## config.mk

```make
export PLATFORM = sky130hd
export DESIGN_NAME = three_level_leg_interlock
export DESIGN_NICKNAME = d
export VERILOG_FILES = /design/src/core/leg_pkg.sv /design/src/core/edge_delay.sv /design/src/core/pin_sync.sv /design/src/core/three_level_leg_interlock.sv
export SDC_FILE = /design/constraint.sdc
export NUM_CORES = 1
export LEC_CHECK = 0
export ABC_AREA = 1
export BUFFER_PORTS_ARGS = -buffer_cell sky130_fd_sc_hd__buf_2
export CAP_MARGIN = 20
export CORE_UTILIZATION = 55
export CTS_CLUSTER_DIAMETER = 60
export DETAILED_ROUTE_END_ITERATION = 10
export GPL_TIMING_DRIVEN = 0
export PLACE_DENSITY = 0.74
export SLEW_MARGIN = 15
export SYNTH_ARGS = -nofsm -noshare
export SYNTH_HDL_FRONTEND = slang
export SYNTH_HIERARCHICAL = 1
export SYNTH_SLANG_ARGS = --single-unit
```

## constraint.sdc

```tcl
create_clock -name clk -period 3.2 [get_ports clk]
set_input_delay 0.32 -clock clk [delete_from_list [all_inputs] [get_ports clk]]
set_output_delay 0.32 -clock clk [all_outputs]
set_load 0.05 [all_outputs]
```

## src/core/leg_pkg.sv

```systemverilog
package leg_pkg;

	// ---------------------------------------------------------------
	// clock and deadtime timing
	// ---------------------------------------------------------------
	localparam int CLK_PERIOD_NS       = 10;
	localparam int DT_W                = 8;
	// plain default deadtime, rounded up to whole clock cycles below
	localparam int DEFAULT_DEADTIME_NS = 200;
	localparam int DEFAULT_DEAD_CYCLES =
		(DEFAULT_DEADTIME_NS + CLK_PERIOD_NS - 1) / CLK_PERIOD_NS;
	localparam logic [DT_W-1:0] MIN_DEAD_CYCLES = 8'h01;

	// ---------------------------------------------------------------
	// pin group positions and reset values
	// ---------------------------------------------------------------
	localparam int PIN_COUNT     = 5;
	localparam int PIN_UPPER     = 0;
	localparam int PIN_LOWER     = 1;
	localparam int PIN_ENABLE    = 2;
	localparam int PIN_EMERGENCY = 3;
	localparam int PIN_LEG_KIND  = 4;
	localparam logic GATE_RESET  = 1'b0;
	localparam logic FLAG_RESET  = 1'b0;

	// ---------------------------------------------------------------
	// state encodings
	// ---------------------------------------------------------------
	typedef enum logic [2:0] {
		CTL_OFF   = 3'b001,
		CTL_RUN   = 3'b010,
		CTL_DRAIN = 3'b100
	} ctl_e;

	typedef enum logic [6:0] {
		LEG_OFF     = 7'h01,
		LEG_CLAMP   = 7'h02,
		LEG_UPPER   = 7'h04,
		LEG_LOWER   = 7'h08,
		LEG_DT_UP   = 7'h10,
		LEG_DT_LOW  = 7'h20,
		LEG_UNSAFE  = 7'h40
	} leg_e;

endpackage

```

## src/core/edge_delay.sv

```systemverilog
`timescale 1ns/1ps
module edge_delay
	import leg_pkg::*;
#(
	parameter int   W          = DT_W,
	parameter logic DELAY_RISE = 1'b1
) (
	input  wire logic         clk,
	input  wire logic         rst_b,
	input  wire logic         din,
	input  wire logic [W-1:0] dead_cycles,
	output logic              dout,
	output logic              busy
);

	// ---------------------------------------------------------------
	// edge classification
	// ---------------------------------------------------------------
	logic [W-1:0] cnt;
	wire          differs   = din != dout;
	wire          delayed   = differs && (din == DELAY_RISE);
	wire          release_e = delayed && (cnt >= dead_cycles);
	wire [W-1:0]  next_cnt  = delayed && !release_e ? cnt + 1'b1 : '0;

	assign busy = differs;

	// ---------------------------------------------------------------
	// the delayed edge waits for the count, the other passes at once;
	// a pulse shorter than the deadtime restarts the wait
	// ---------------------------------------------------------------
	always_ff @(posedge clk or negedge rst_b) begin
		if (!rst_b) begin
			dout <= GATE_RESET;
			cnt  <= '0;
		end else begin
			cnt  <= next_cnt;
			if (differs && (!delayed || release_e))
				dout <= din;
		end
	end

endmodule

```

## src/core/pin_sync.sv

```systemverilog
`timescale 1ns/1ps
module pin_sync #(
	parameter int W = 1
) (
	input  wire logic         clk,
	input  wire logic         rst_b,
	input  wire logic [W-1:0] din,
	output logic      [W-1:0] dout
);

	logic [W-1:0] meta;

	// first stage feeds only the second stage
	always_ff @(posedge clk or negedge rst_b) begin
		if (!rst_b) begin
			meta <= '0;
			dout <= '0;
		end else begin
			meta <= din;
			dout <= meta;
		end
	end

endmodule

```

## src/core/three_level_leg_interlock.sv

```systemverilog
`timescale 1ns/1ps
module three_level_leg_interlock
	import leg_pkg::*;
#(
	parameter int DEAD_W = DT_W
) (
	input  wire logic              clk,
	input  wire logic              rst_b,
	input  wire logic              mod_upper,
	input  wire logic              mod_lower,
	input  wire logic              enable_req,
	input  wire logic              emergency_off,
	input  wire logic              leg_kind_tclamp,
	input  wire logic [DEAD_W-1:0] dead_cycles,
	input  wire logic              flag_clear,
	output logic                   outer_upper_gate_cmd,
	output logic                   inner_upper_gate_cmd,
	output logic                   inner_lower_gate_cmd,
	output logic                   outer_lower_gate_cmd,
	output logic [6:0]             leg_state,
	output logic                   override_active,
	output logic                   drain_busy,
	output logic                   disallowed_seen,
	output logic                   double_toggle_seen
);

	// ---------------------------------------------------------------
	// pin synchronisers
	// ---------------------------------------------------------------
	logic [PIN_COUNT-1:0] pins_raw;
	logic [PIN_COUNT-1:0] pins;

	assign pins_raw[PIN_UPPER]     = mod_upper;
	assign pins_raw[PIN_LOWER]     = mod_lower;
	assign pins_raw[PIN_ENABLE]    = enable_req;
	assign pins_raw[PIN_EMERGENCY] = emergency_off;
	assign pins_raw[PIN_LEG_KIND]  = leg_kind_tclamp;

	pin_sync #(
		.W (PIN_COUNT)
	) u_sync (
		.clk   (clk),
		.rst_b (rst_b),
		.din   (pins_raw),
		.dout  (pins)
	);

	wire up_s    = pins[PIN_UPPER];
	wire low_s   = pins[PIN_LOWER];
	wire en_s    = pins[PIN_ENABLE];
	wire emerg_s = pins[PIN_EMERGENCY];
	wire tclamp  = pins[PIN_LEG_KIND];

	// ---------------------------------------------------------------
	// state decode of the four gate commands
	// ---------------------------------------------------------------
	function automatic leg_e decode_leg(
		input logic ou,
		input logic iu,
		input logic il,
		input logic ol
	);
		unique case ({ou, iu, il, ol})
			4'b0000: decode_leg = LEG_OFF;
			4'b0110: decode_leg = LEG_CLAMP;
			4'b1100: decode_leg = LEG_UPPER;
			4'b0011: decode_leg = LEG_LOWER;
			4'b0100: decode_leg = LEG_DT_UP;
			4'b0010: decode_leg = LEG_DT_LOW;
			default: decode_leg = LEG_UNSAFE;
		endcase
	endfunction

	// ---------------------------------------------------------------
	// deadtime value
	// ---------------------------------------------------------------
	// zero would remove the gap entirely, so it is lifted to one cycle
	wire [DEAD_W-1:0] dead_eff = (dead_cycles < DEAD_W'(MIN_DEAD_CYCLES))
		? DEAD_W'(MIN_DEAD_CYCLES) : dead_cycles;

	// ---------------------------------------------------------------
	// control sequence
	// ---------------------------------------------------------------
	ctl_e               ctl;
	ctl_e               next_ctl;
	logic [DEAD_W-1:0]  drain_cnt;
	logic [DEAD_W-1:0]  next_drain_cnt;
	logic               rise_up;
	logic               rise_low;
	logic               fall_up;
	logic               fall_low;
	logic               busy_ru;
	logic               busy_rl;
	logic               busy_fu;
	logic               busy_fl;

	wire stop_req    = !en_s || emerg_s;
	wire inputs_low  = !up_s && !low_s;
	wire delays_idle = !busy_ru && !busy_rl && !busy_fu && !busy_fl;
	wire drain_done  = delays_idle && (drain_cnt >= dead_eff);

	always_comb begin
		next_ctl = ctl;
		unique case (ctl)
			CTL_OFF: begin
				// leave the override only with both inputs low
				if (!stop_req && inputs_low)
					next_ctl = CTL_RUN;
			end
			CTL_RUN: begin
				if (stop_req && tclamp)
					next_ctl = CTL_OFF;
				else if (stop_req)
					next_ctl = CTL_DRAIN;
			end
			CTL_DRAIN: begin
				if (drain_done)
					next_ctl = CTL_OFF;
			end
		endcase
	end

	// drain count runs only once all edges have settled low
	assign next_drain_cnt = (ctl == CTL_DRAIN && delays_idle && !drain_done)
		? drain_cnt + 1'b1 : '0;

	always_ff @(posedge clk or negedge rst_b) begin
		if (!rst_b) begin
			ctl       <= CTL_OFF;
			drain_cnt <= '0;
		end else begin
			ctl       <= next_ctl;
			drain_cnt <= next_drain_cnt;
		end
	end

	// ---------------------------------------------------------------
	// qualified modulation
	// ---------------------------------------------------------------
	// a disallowed 11 is steered toward the clamp state rather than
	// trusted; while draining or off the inputs are held low
	wire both_high = up_s && low_s;
	wire mod_pass  = (ctl == CTL_RUN) && !both_high;
	wire q_up      = mod_pass && up_s;
	wire q_low     = mod_pass && low_s;

	// ---------------------------------------------------------------
	// edge delays: rising for outer, falling for inner
	// ---------------------------------------------------------------
	edge_delay #(
		.W          (DEAD_W),
		.DELAY_RISE (1'b1)
	) u_rise_up (
		.clk         (clk),
		.rst_b       (rst_b),
		.din         (q_up),
		.dead_cycles (dead_eff),
		.dout        (rise_up),
		.busy        (busy_ru)
	);

	edge_delay #(
		.W          (DEAD_W),
		.DELAY_RISE (1'b0)
	) u_fall_up (
		.clk         (clk),
		.rst_b       (rst_b),
		.din         (q_up),
		.dead_cycles (dead_eff),
		.dout        (fall_up),
		.busy        (busy_fu)
	);

	edge_delay #(
		.W          (DEAD_W),
		.DELAY_RISE (1'b1)
	) u_rise_low (
		.clk         (clk),
		.rst_b       (rst_b),
		.din         (q_low),
		.dead_cycles (dead_eff),
		.dout        (rise_low),
		.busy        (busy_rl)
	);

	edge_delay #(
		.W          (DEAD_W),
		.DELAY_RISE (1'b0)
	) u_fall_low (
		.clk         (clk),
		.rst_b       (rst_b),
		.din         (q_low),
		.dead_cycles (dead_eff),
		.dout        (fall_low),
		.busy        (busy_fl)
	);

	// ---------------------------------------------------------------
	// gate mapping and interlock
	// ---------------------------------------------------------------
	// the outer gate rises a deadtime after the inner gate of its
	// own pair has already dropped, and the inner gate returns
	// only a deadtime after the outer one has gone off
	wire gates_on   = ctl != CTL_OFF;
	wire next_ou    = gates_on && rise_up && !rise_low;
	wire next_ol    = gates_on && rise_low && !rise_up;
	wire next_il    = gates_on && !fall_up;
	wire next_iu    = gates_on && !fall_low;
	// inner gates come up with release before any outer one can
	// follow, and in a drain they stay on until the final drop

	always_ff @(posedge clk or negedge rst_b) begin
		if (!rst_b) begin
			outer_upper_gate_cmd <= GATE_RESET;
			inner_upper_gate_cmd <= GATE_RESET;
			inner_lower_gate_cmd <= GATE_RESET;
			outer_lower_gate_cmd <= GATE_RESET;
		end else begin
			outer_upper_gate_cmd <= next_ou;
			inner_upper_gate_cmd <= next_iu;
			inner_lower_gate_cmd <= next_il;
			outer_lower_gate_cmd <= next_ol;
		end
	end

	// ---------------------------------------------------------------
	// state report
	// ---------------------------------------------------------------
	always_ff @(posedge clk or negedge rst_b) begin
		if (!rst_b) begin
			leg_state       <= LEG_OFF;
			override_active <= 1'b1;
			drain_busy      <= 1'b0;
		end else begin
			leg_state       <= decode_leg(next_ou, next_iu,
				next_il, next_ol);
			override_active <= next_ctl == CTL_OFF;
			drain_busy      <= next_ctl == CTL_DRAIN;
		end
	end

	// ---------------------------------------------------------------
	// source misbehaviour flags
	// ---------------------------------------------------------------
	// these only report; the gate path above already tolerates both.
	// a new event in the clearing cycle keeps the flag set
	logic up_prev;
	logic low_prev;

	wire dbl_toggle = (up_s != up_prev) && (low_s != low_prev);
	wire next_dis   = both_high || (disallowed_seen && !flag_clear);
	wire next_dbl   = dbl_toggle
		|| (double_toggle_seen && !flag_clear);

	always_ff @(posedge clk or negedge rst_b) begin
		if (!rst_b) begin
			up_prev            <= 1'b0;
			low_prev           <= 1'b0;
			disallowed_seen    <= FLAG_RESET;
			double_toggle_seen <= FLAG_RESET;
		end else begin
			up_prev            <= up_s;
			low_prev           <= low_s;
			disallowed_seen    <= next_dis;
			double_toggle_seen <= next_dbl;
		end
	end

endmodule

```

==> results of run 1 <==
power by group:
part           total (mW)  internal, mW  switching, mW
logic               0.548         0.158          0.390
clock network       0.697         0.303          0.394
registers            1.06          1.02         0.0454
total                2.31          1.48          0.830
logic make-up (layout without fill, tap and decap cells):
kind of cell    count (synthesis)  count (layout)
fa+ha+maj                      49              49
xor+xnor                       12              12
buf+inv                       117             165
compound gates                 24              24
simple gates                  235             235
flops                          74              74
timing repair:
action / in CTS / in global routing
setup buffers: 0 / 0
hold endpoints to repair: 19 / 0
hold buffers: 1 / 0
registers in the layout, indices dropped and copies added (netlist names):
| register | flops |
|---|---|
| u_sync/dout | 5 |
| drain_cnt | 8 |
| override_active | 1 |
| leg_state | 7 |
| low_prev | 1 |
| u_fall_low/cnt | 8 |
| u_fall_low/dout | 1 |
| up_prev | 1 |
| u_rise_up/cnt | 8 |
| inner_lower_gate_cmd | 1 |
| outer_upper_gate_cmd | 1 |
| disallowed_seen | 1 |
| u_fall_up/cnt | 8 |
| drain_busy | 1 |
| inner_upper_gate_cmd | 1 |
| ctl | 3 |
| u_rise_up/dout | 1 |
| outer_lower_gate_cmd | 1 |
| u_sync/meta | 5 |
| u_fall_up/dout | 1 |
| double_toggle_seen | 1 |
| u_rise_low/dout | 1 |
| u_rise_low/cnt | 8 |
final cells by class:
cell class | instances | area share [%]
sequential | 74 | 38.8
tap | 99 | 2.59
buffer | 7 | 0.549
inverter | 110 | 8.63
multi-input combinational | 320 | 41.5
clock buffer | 9 | 2.59
timing repair buffer | 32 | 3.97
clock inverter | 7 | 1.36
cell usage after synthesis, types with 2 or more instances:
library cell	count
nand2_2	13
nand3_1	38
xor2_1	9
nand3_2	4
a21oi_1	18
o22ai_1	2
nor2_2	16
inv_2	10
ha_1	49
nor3_1	13
nor2_1	49
xnor2_1	3
nor2_4	4
nand2_4	4
nand2_1	88
dfrtp_1	71
clkbuf_1	7
inv_1	95
dfstp_2	3
clkinv_1	5
nand3b_1	4
routing by layer:
layer  track usage, %  up-vias  share of wire [%]
met1             24.8     1454                 43
met2             39.1       62                 51
li1                 -     1663                  -
met3             4.82        7                4.3
met4             5.91        0               0.85
met5                0        -                  0
worst min-delay path by stage:
stage	startpoint	end	slack, ns	cells past startpoint
after floorplan	rst_b	ctl[1]	0.02	0
after global placement	u_sync/meta[3]	u_sync/dout[3]	0.33	0
after detailed placement	rst_b	u_rise_up/cnt[1]	0.22	1
after CTS	leg_kind_tclamp	u_sync/meta[4]	0.05	1
after global routing	leg_kind_tclamp	u_sync/meta[4]	0.04	1
final	emergency_off	u_sync/meta[3]	0.07	1
stage by stage:
| stage | total power, mW | instances | instance area, um2 | utilization, % |
|---|---|---|---|---|
| 2_1_floorplan | 1.48 | 511 | 4280 | - |
| 3_5_place_dp | 1.63 | 641 | 4590 | 61.9 |
| 3_3_place_gp | 1.60 | 640 | 4560 | 61.5 |
| 5_1_grt | 2.45 | 658 | 4790 | 64.6 |
| 4_1_cts | 2.34 | 658 | 4790 | 64.6 |
| 6_report | 2.31 | 658 | 4790 | 64.6 |
worst max-delay path, delay by kind of cell, from the launching register on:
kind                       cells  cell delay, ns
and+or+nand+nor                6            1.23
buffers and inverters          3            0.25
adders and majority gates      1            0.29
DFF                            1            0.42
placed cells by master, fill, tap and decap left out, types with 2 or more instances in the layout:
cell type and instances:
a21oi_1 18, buf_2 29, clkbuf_1 7, clkbuf_8 9, clkinv_1 5, dfrtp_1 71, dfstp_2 3, ha_1 49
inv_1 95, inv_2 10, inv_6 4, inv_8 2, nand2_1 88, nand2_2 13, nand2_4 4, nand3_1 38
nand3_2 4, nand3b_1 4, nor2_1 49, nor2_2 16, nor2_4 4, nor3_1 13, o22ai_1 2, xnor2_1 3
xor2_1 9
==> metrics.md, run 1 <==
| Metric | Value |
|---|---|
| Outcome | finished, final reports clean |
| Slowest cell on crit path | dfrtp_1 |
| Setup TNS | 0 ns |
| XOR/XNOR share of the synthesized area | 2.45% |
| Die Height | 90.2 um |
| Simple-Gate Fraction of Synth Area | 26.6% |
| Buffers added on ports | 30 |
| Yosys warns | 6 |
| Die area | 0.00814 mm2 |
| Tcrit/Tclk final | 72.1% |
| CP required | 3.43 ns |
| Root Driver | clkbuf_8 |
| GP Congestion | 0.841 |
| RSZ-0062 raised after global routing | false |
| Mux share of post-synthesis cell area | 0% |
| Longest Clk Path Bufs | 2 |
| Worst Slack Setup Final | 0.892 ns |
| DRC | 0 |
| Post-synth EDFFs | 0 |
| Syn Area/Cell | 8.38 um2 |
| Critical Path Start Type | register |
| Clock Sinks | 74 |
| Initial drt markers | 142 |
| Number of global-route vias before repair | 3208 |
| Yosys top cell area share | 41.5% |
| Core area | 0.00741 mm2 |
| Pin count of the biggest net entering global routing | 56 |
| Clock transition at path regs | 0.09 ns |
| Synth Register Bits | 74 |
| Initial antenna violation count | 0 |
| CTS resizes | 0 |
| Crit path kind | reg2reg |
| Worst slew pin tran | 0.541 ns |
| Critical Path Fanout Max | 8 |
| Drt via density | 4.84 |
| Seq. cell area | 0.00186 mm2 |
| Proportion of layout cells with a drive suffix above 1 | 18.4% |
| 1st-pass router iterations | 4 |
| Worst Hold Slack | 0.0715 ns |
| Die width | 90.2 um |
| Worst r2r path cells | 10 |
| Tmin final | 2.31 ns |
| Distinct cells, synth | 27 |
| Detail Placement HPWL | 5990 um |
| Min-Delay Path Class | in2reg |
| Skew-Pair Late Insertion Delay | 0.35 ns |
| Top cells by area, synth | dfrtp_1 (41%), ha_1 (14%), inv_1 (8.3%), nand2_1 (7.7%), nand3_1 (4.4%) |
| Clk_skew | 0.00833 ns |
| CTS Buf Count | 9 |
| Layout area overhead | 11.7% |
| Final hold vios | 0 |
| Drt wl/cell | 11.6 um |
| Total GRT Usage | 21.3% |
| Worst r2r src | ctl[2] |
| Lkg Pwr | 2.62 nW |
| Largest family of logic cells by synthesized area | simple AND/OR/NAND/NOR gates |
| N_diodes | 0 |
| Post-synthesis adder-cell area fraction | 14.3% |
| First-pass GRT wire length | 13800 um |
| Final wirelength | 7660 um |
| H-tree depth | 3 |
| Post-route ant nets | 0 |
| Max Cap Viol | 0 |
| Netlist Area Pre-Place | 0.00428 mm2 |
| VDD IR max | 0.473 mV |
| Fin nets | 619 |
| IO Pins | 31 |
| Sequential-to-total area share from yosys stat | 43.3% |
| Critical Path Sink | drain_cnt[0] |
| Critical Path AT | 2.54 ns |
| Post-synthesis cell count | 511 |
| Initial Util | 57.8% |
| Max Slew Vio Count | 0 |
| Pwr/cell area | 482 mW/mm2 |
| Most used cell, CP | inv_1 |
| CP Capture Type | register |
| Syn nets | 576 |
| Crit-path cells | inv_2, nand3_1, nor3_1, inv_1, ha_1, inv_1, nor4_4, nand2_2, nand3_2, nor2_1 |
| Setup violators final | 0 |
| Yosys top cell by area | dfrtp_1 |
| Vias | 3186 |
| FILL cells | 625 |
| DP Worst Slack | 0.865 ns |
| Synth async-reset ratio | 100% |
| Site row count | 31 |
| Slew Limit Headroom | 63.7% |
| Fmax | 433 MHz |
| Reg2reg setup slack | 0.89 ns |
| CP startpoint | ctl[2] |
| R2r endpoint | drain_cnt[0] |
| Area of the multi-input gates | 0.00199 mm2 |
| Worst path max stage delay | 0.42 ns |
| CTS tree | yes |
| Primary FF master, synth | dfrtp_1 |
| Compound-cell area share of the yosys netlist | 3.07% |
| Total congestion overflow | 0 |
No activity file was read; power rests on OpenSTA's default activity.
==> run 2: changes to the inputs <==
==> constraint.sdc (replaced) <==
create_clock -name clk -period 2.4 [get_ports clk]
set_input_delay 0.24 -clock clk [delete_from_list [all_inputs] [get_ports clk]]
set_output_delay 0.24 -clock clk [all_outputs]
set_load 0.05 [all_outputs]
==> metrics.md, run 2 (synthesized netlist as in run 1, its figures left out) <==
| Metric | Value |
|---|---|
| Final hold vios | 0 |
| Postcts setup bufs | 0 |
| First-pass GRT wire length | 13800 um |
| Worst Hold Slack | 0.112 ns |
| RSZ-0062 raised after global routing | false |
| Initial drt markers | 146 |
| Die area | 0.00814 mm2 |
| Die Height | 90.2 um |
| Post-route ant nets | 0 |
| Most frequent cells in the layout | inv_1 (95), nand2_1 (88), dfrtp_1 (71) |
| Vias | 3191 |
| Clock Sinks | 74 |
| Slowest cell on crit path | dfrtp_1 |
| Site row count | 31 |
| Core area | 0.00741 mm2 |
| CTS Buf Count | 9 |
| Cell total after placement | 641 |
| Tcrit/Tclk final | 90.3% |
| Outcome | finished, final reports clean |
| Total GRT Usage | 21.4% |
| Buffers added on ports | 30 |
| Worst r2r path cells | 10 |
| CP startpoint | ctl[2] |
| H-tree depth | 3 |
| Slew Limit Headroom | 77.0% |
| Worst r2r src | ctl[2] |
| Max Cap Viol | 0 |
| Worst slew pin tran | 0.343 ns |
| IO Pins | 31 |
| Proportion of layout cells with a drive suffix above 1 | 18.6% |
| Internal power | 1.98 mW |
| Fin nets | 624 |
| Number of global-route vias before repair | 3231 |
| Clock transition at path regs | 0.09 ns |
| Total congestion overflow | 0 |
| Sw Pwr | 1.11 mW |
| Min-Delay Path Class | in2reg |
| Critical Path AT | 2.40 ns |
| Longest Clk Path Bufs | 2 |
| Final wirelength | 7690 um |
| Detail Placement HPWL | 5990 um |
| CTS tree | yes |
| R2r endpoint | drain_cnt[0] |
| Setup violators final | 0 |
| Die width | 90.2 um |
| Clock power share | 30.2% |
| Drt via density | 4.81 |
| Clk_skew | 0.00949 ns |
| Non-Filler Instances | 663 |
| CP required | 2.63 ns |
| Pwr/cell area | 636 mW/mm2 |
| Tmin final | 2.17 ns |
| Critical Path Sink | drain_cnt[0] |
| Sequential power share | 45.9% |
| Crit path kind | reg2reg |
| Critical Path Start Type | register |
| Initial Util | 57.8% |
| Reg2reg setup slack | 0.23 ns |
| Overall power | 3.08 mW |
| VDD IR max | 0.631 mV |
| Lkg Pwr | 2.65 nW |
| 1st-pass router iterations | 4 |
| GP Congestion | 0.841 |
| Logic gate share of total power | 23.9% |
| N_diodes | 0 |
| Initial antenna violation count | 0 |
| Layout area overhead | 13.1% |
| Root Driver | clkbuf_8 |
| Net Sw Frac | 35.9% |
| Drt wl/cell | 11.6 um |
| Commonest non-fill, non-tap cell in the layout | inv_1 |
| CP Capture Type | register |
| Critical Path Fanout Max | 8 |
| Crit-path cells | inv_2, nand3_1, nor3_2, inv_1, ha_1, inv_1, nor4_4, nand2_2, nand3_2, nor2_1 |
| Max Slew Vio Count | 0 |
| Pin count of the biggest net entering global routing | 56 |
| Fmax | 462 MHz |
| Worst path max stage delay | 0.42 ns |
| DRC | 0 |
| Most used cell, CP | inv_1 |
| Setup TNS | 0 ns |
| Skew-Pair Late Insertion Delay | 0.35 ns |
## run 2: cell count changes in the layout (fill, tap and decap cells not counted)
cell	before	now
dlygate4sd3_1	1	6
nor3_1	13	11
nor3_2	0	2
## run 2: power groups by stage
stage,combinational [mW],clock (mW),sequential (mW)
floorplan,0.376,0,1.60
global placement,0.701,0,1.43
detailed placement,0.738,0,1.44
CTS,0.748,0.968,1.41
global route,0.824,1.02,1.43
finish,0.737,0.931,1.41
## run 2: through the flow
stage	cell area [um2]	util (%)	setup slack, ns
final	4850	65.4	0.234
after global routing	4850	65.4	0.0369
after floorplan	4280	-	0.469
after global placement	4560	61.5	0.140
after CTS	4840	65.3	0.0418
after detailed placement	4590	61.9	0.0652
## run 2: timing repair
item | 4_1_cts | 5_1_grt
hold buffers | 6 | 0
endpoints found under the setup margin | 0 | 11
gates resized for setup | 0 | 2
endpoints found under the hold margin | 24 | 0
## run 2: cell type report
| cell class | count | area [um2] |
|---|---|---|
| Inverter | 110 | 413 |
| Multi-Input combinational cell | 320 | 2000 |
| Timing Repair Buffer | 37 | 240 |
| Tap cell | 99 | 124 |
| Fill cell | 620 | 2560 |
| Clock buffer | 9 | 124 |
| Clock inverter | 7 | 65.1 |
| Buffer | 7 | 26.3 |
| Sequential cell | 74 | 1860 |
## run 2: metal layers
metal,wire (um),track usage [%]
met3,321,4.82
met4,65,5.91
met5,0,0
met1,3350,24.9
met2,3960,39.3
## run 2: critical path: cells and delay by family (launching register included)
family | cells | cell delay (ns)
adder cells (fa/ha/maj) | 1 | 0.28
AND/OR/NAND/NOR | 6 | 1.12
flip-flops | 1 | 0.42
buffers and inverters | 3 | 0.23
## run 2: how the worst min path moves through the flow
| stage | start | endpoint | slack [ns] | cells past startpoint |
|---|---|---|---|---|
| after CTS | flag_clear | disallowed_seen | 0.09 | 2 |
| after global placement | u_sync/meta[3] | u_sync/dout[3] | 0.33 | 0 |
| after detailed placement | rst_b | u_rise_up/cnt[1] | 0.14 | 1 |
| final | flag_clear | disallowed_seen | 0.11 | 2 |
| after floorplan | rst_b | ctl[1] | -0.06 | 0 |
| after global routing | flag_clear | double_toggle_seen | 0.09 | 2 |
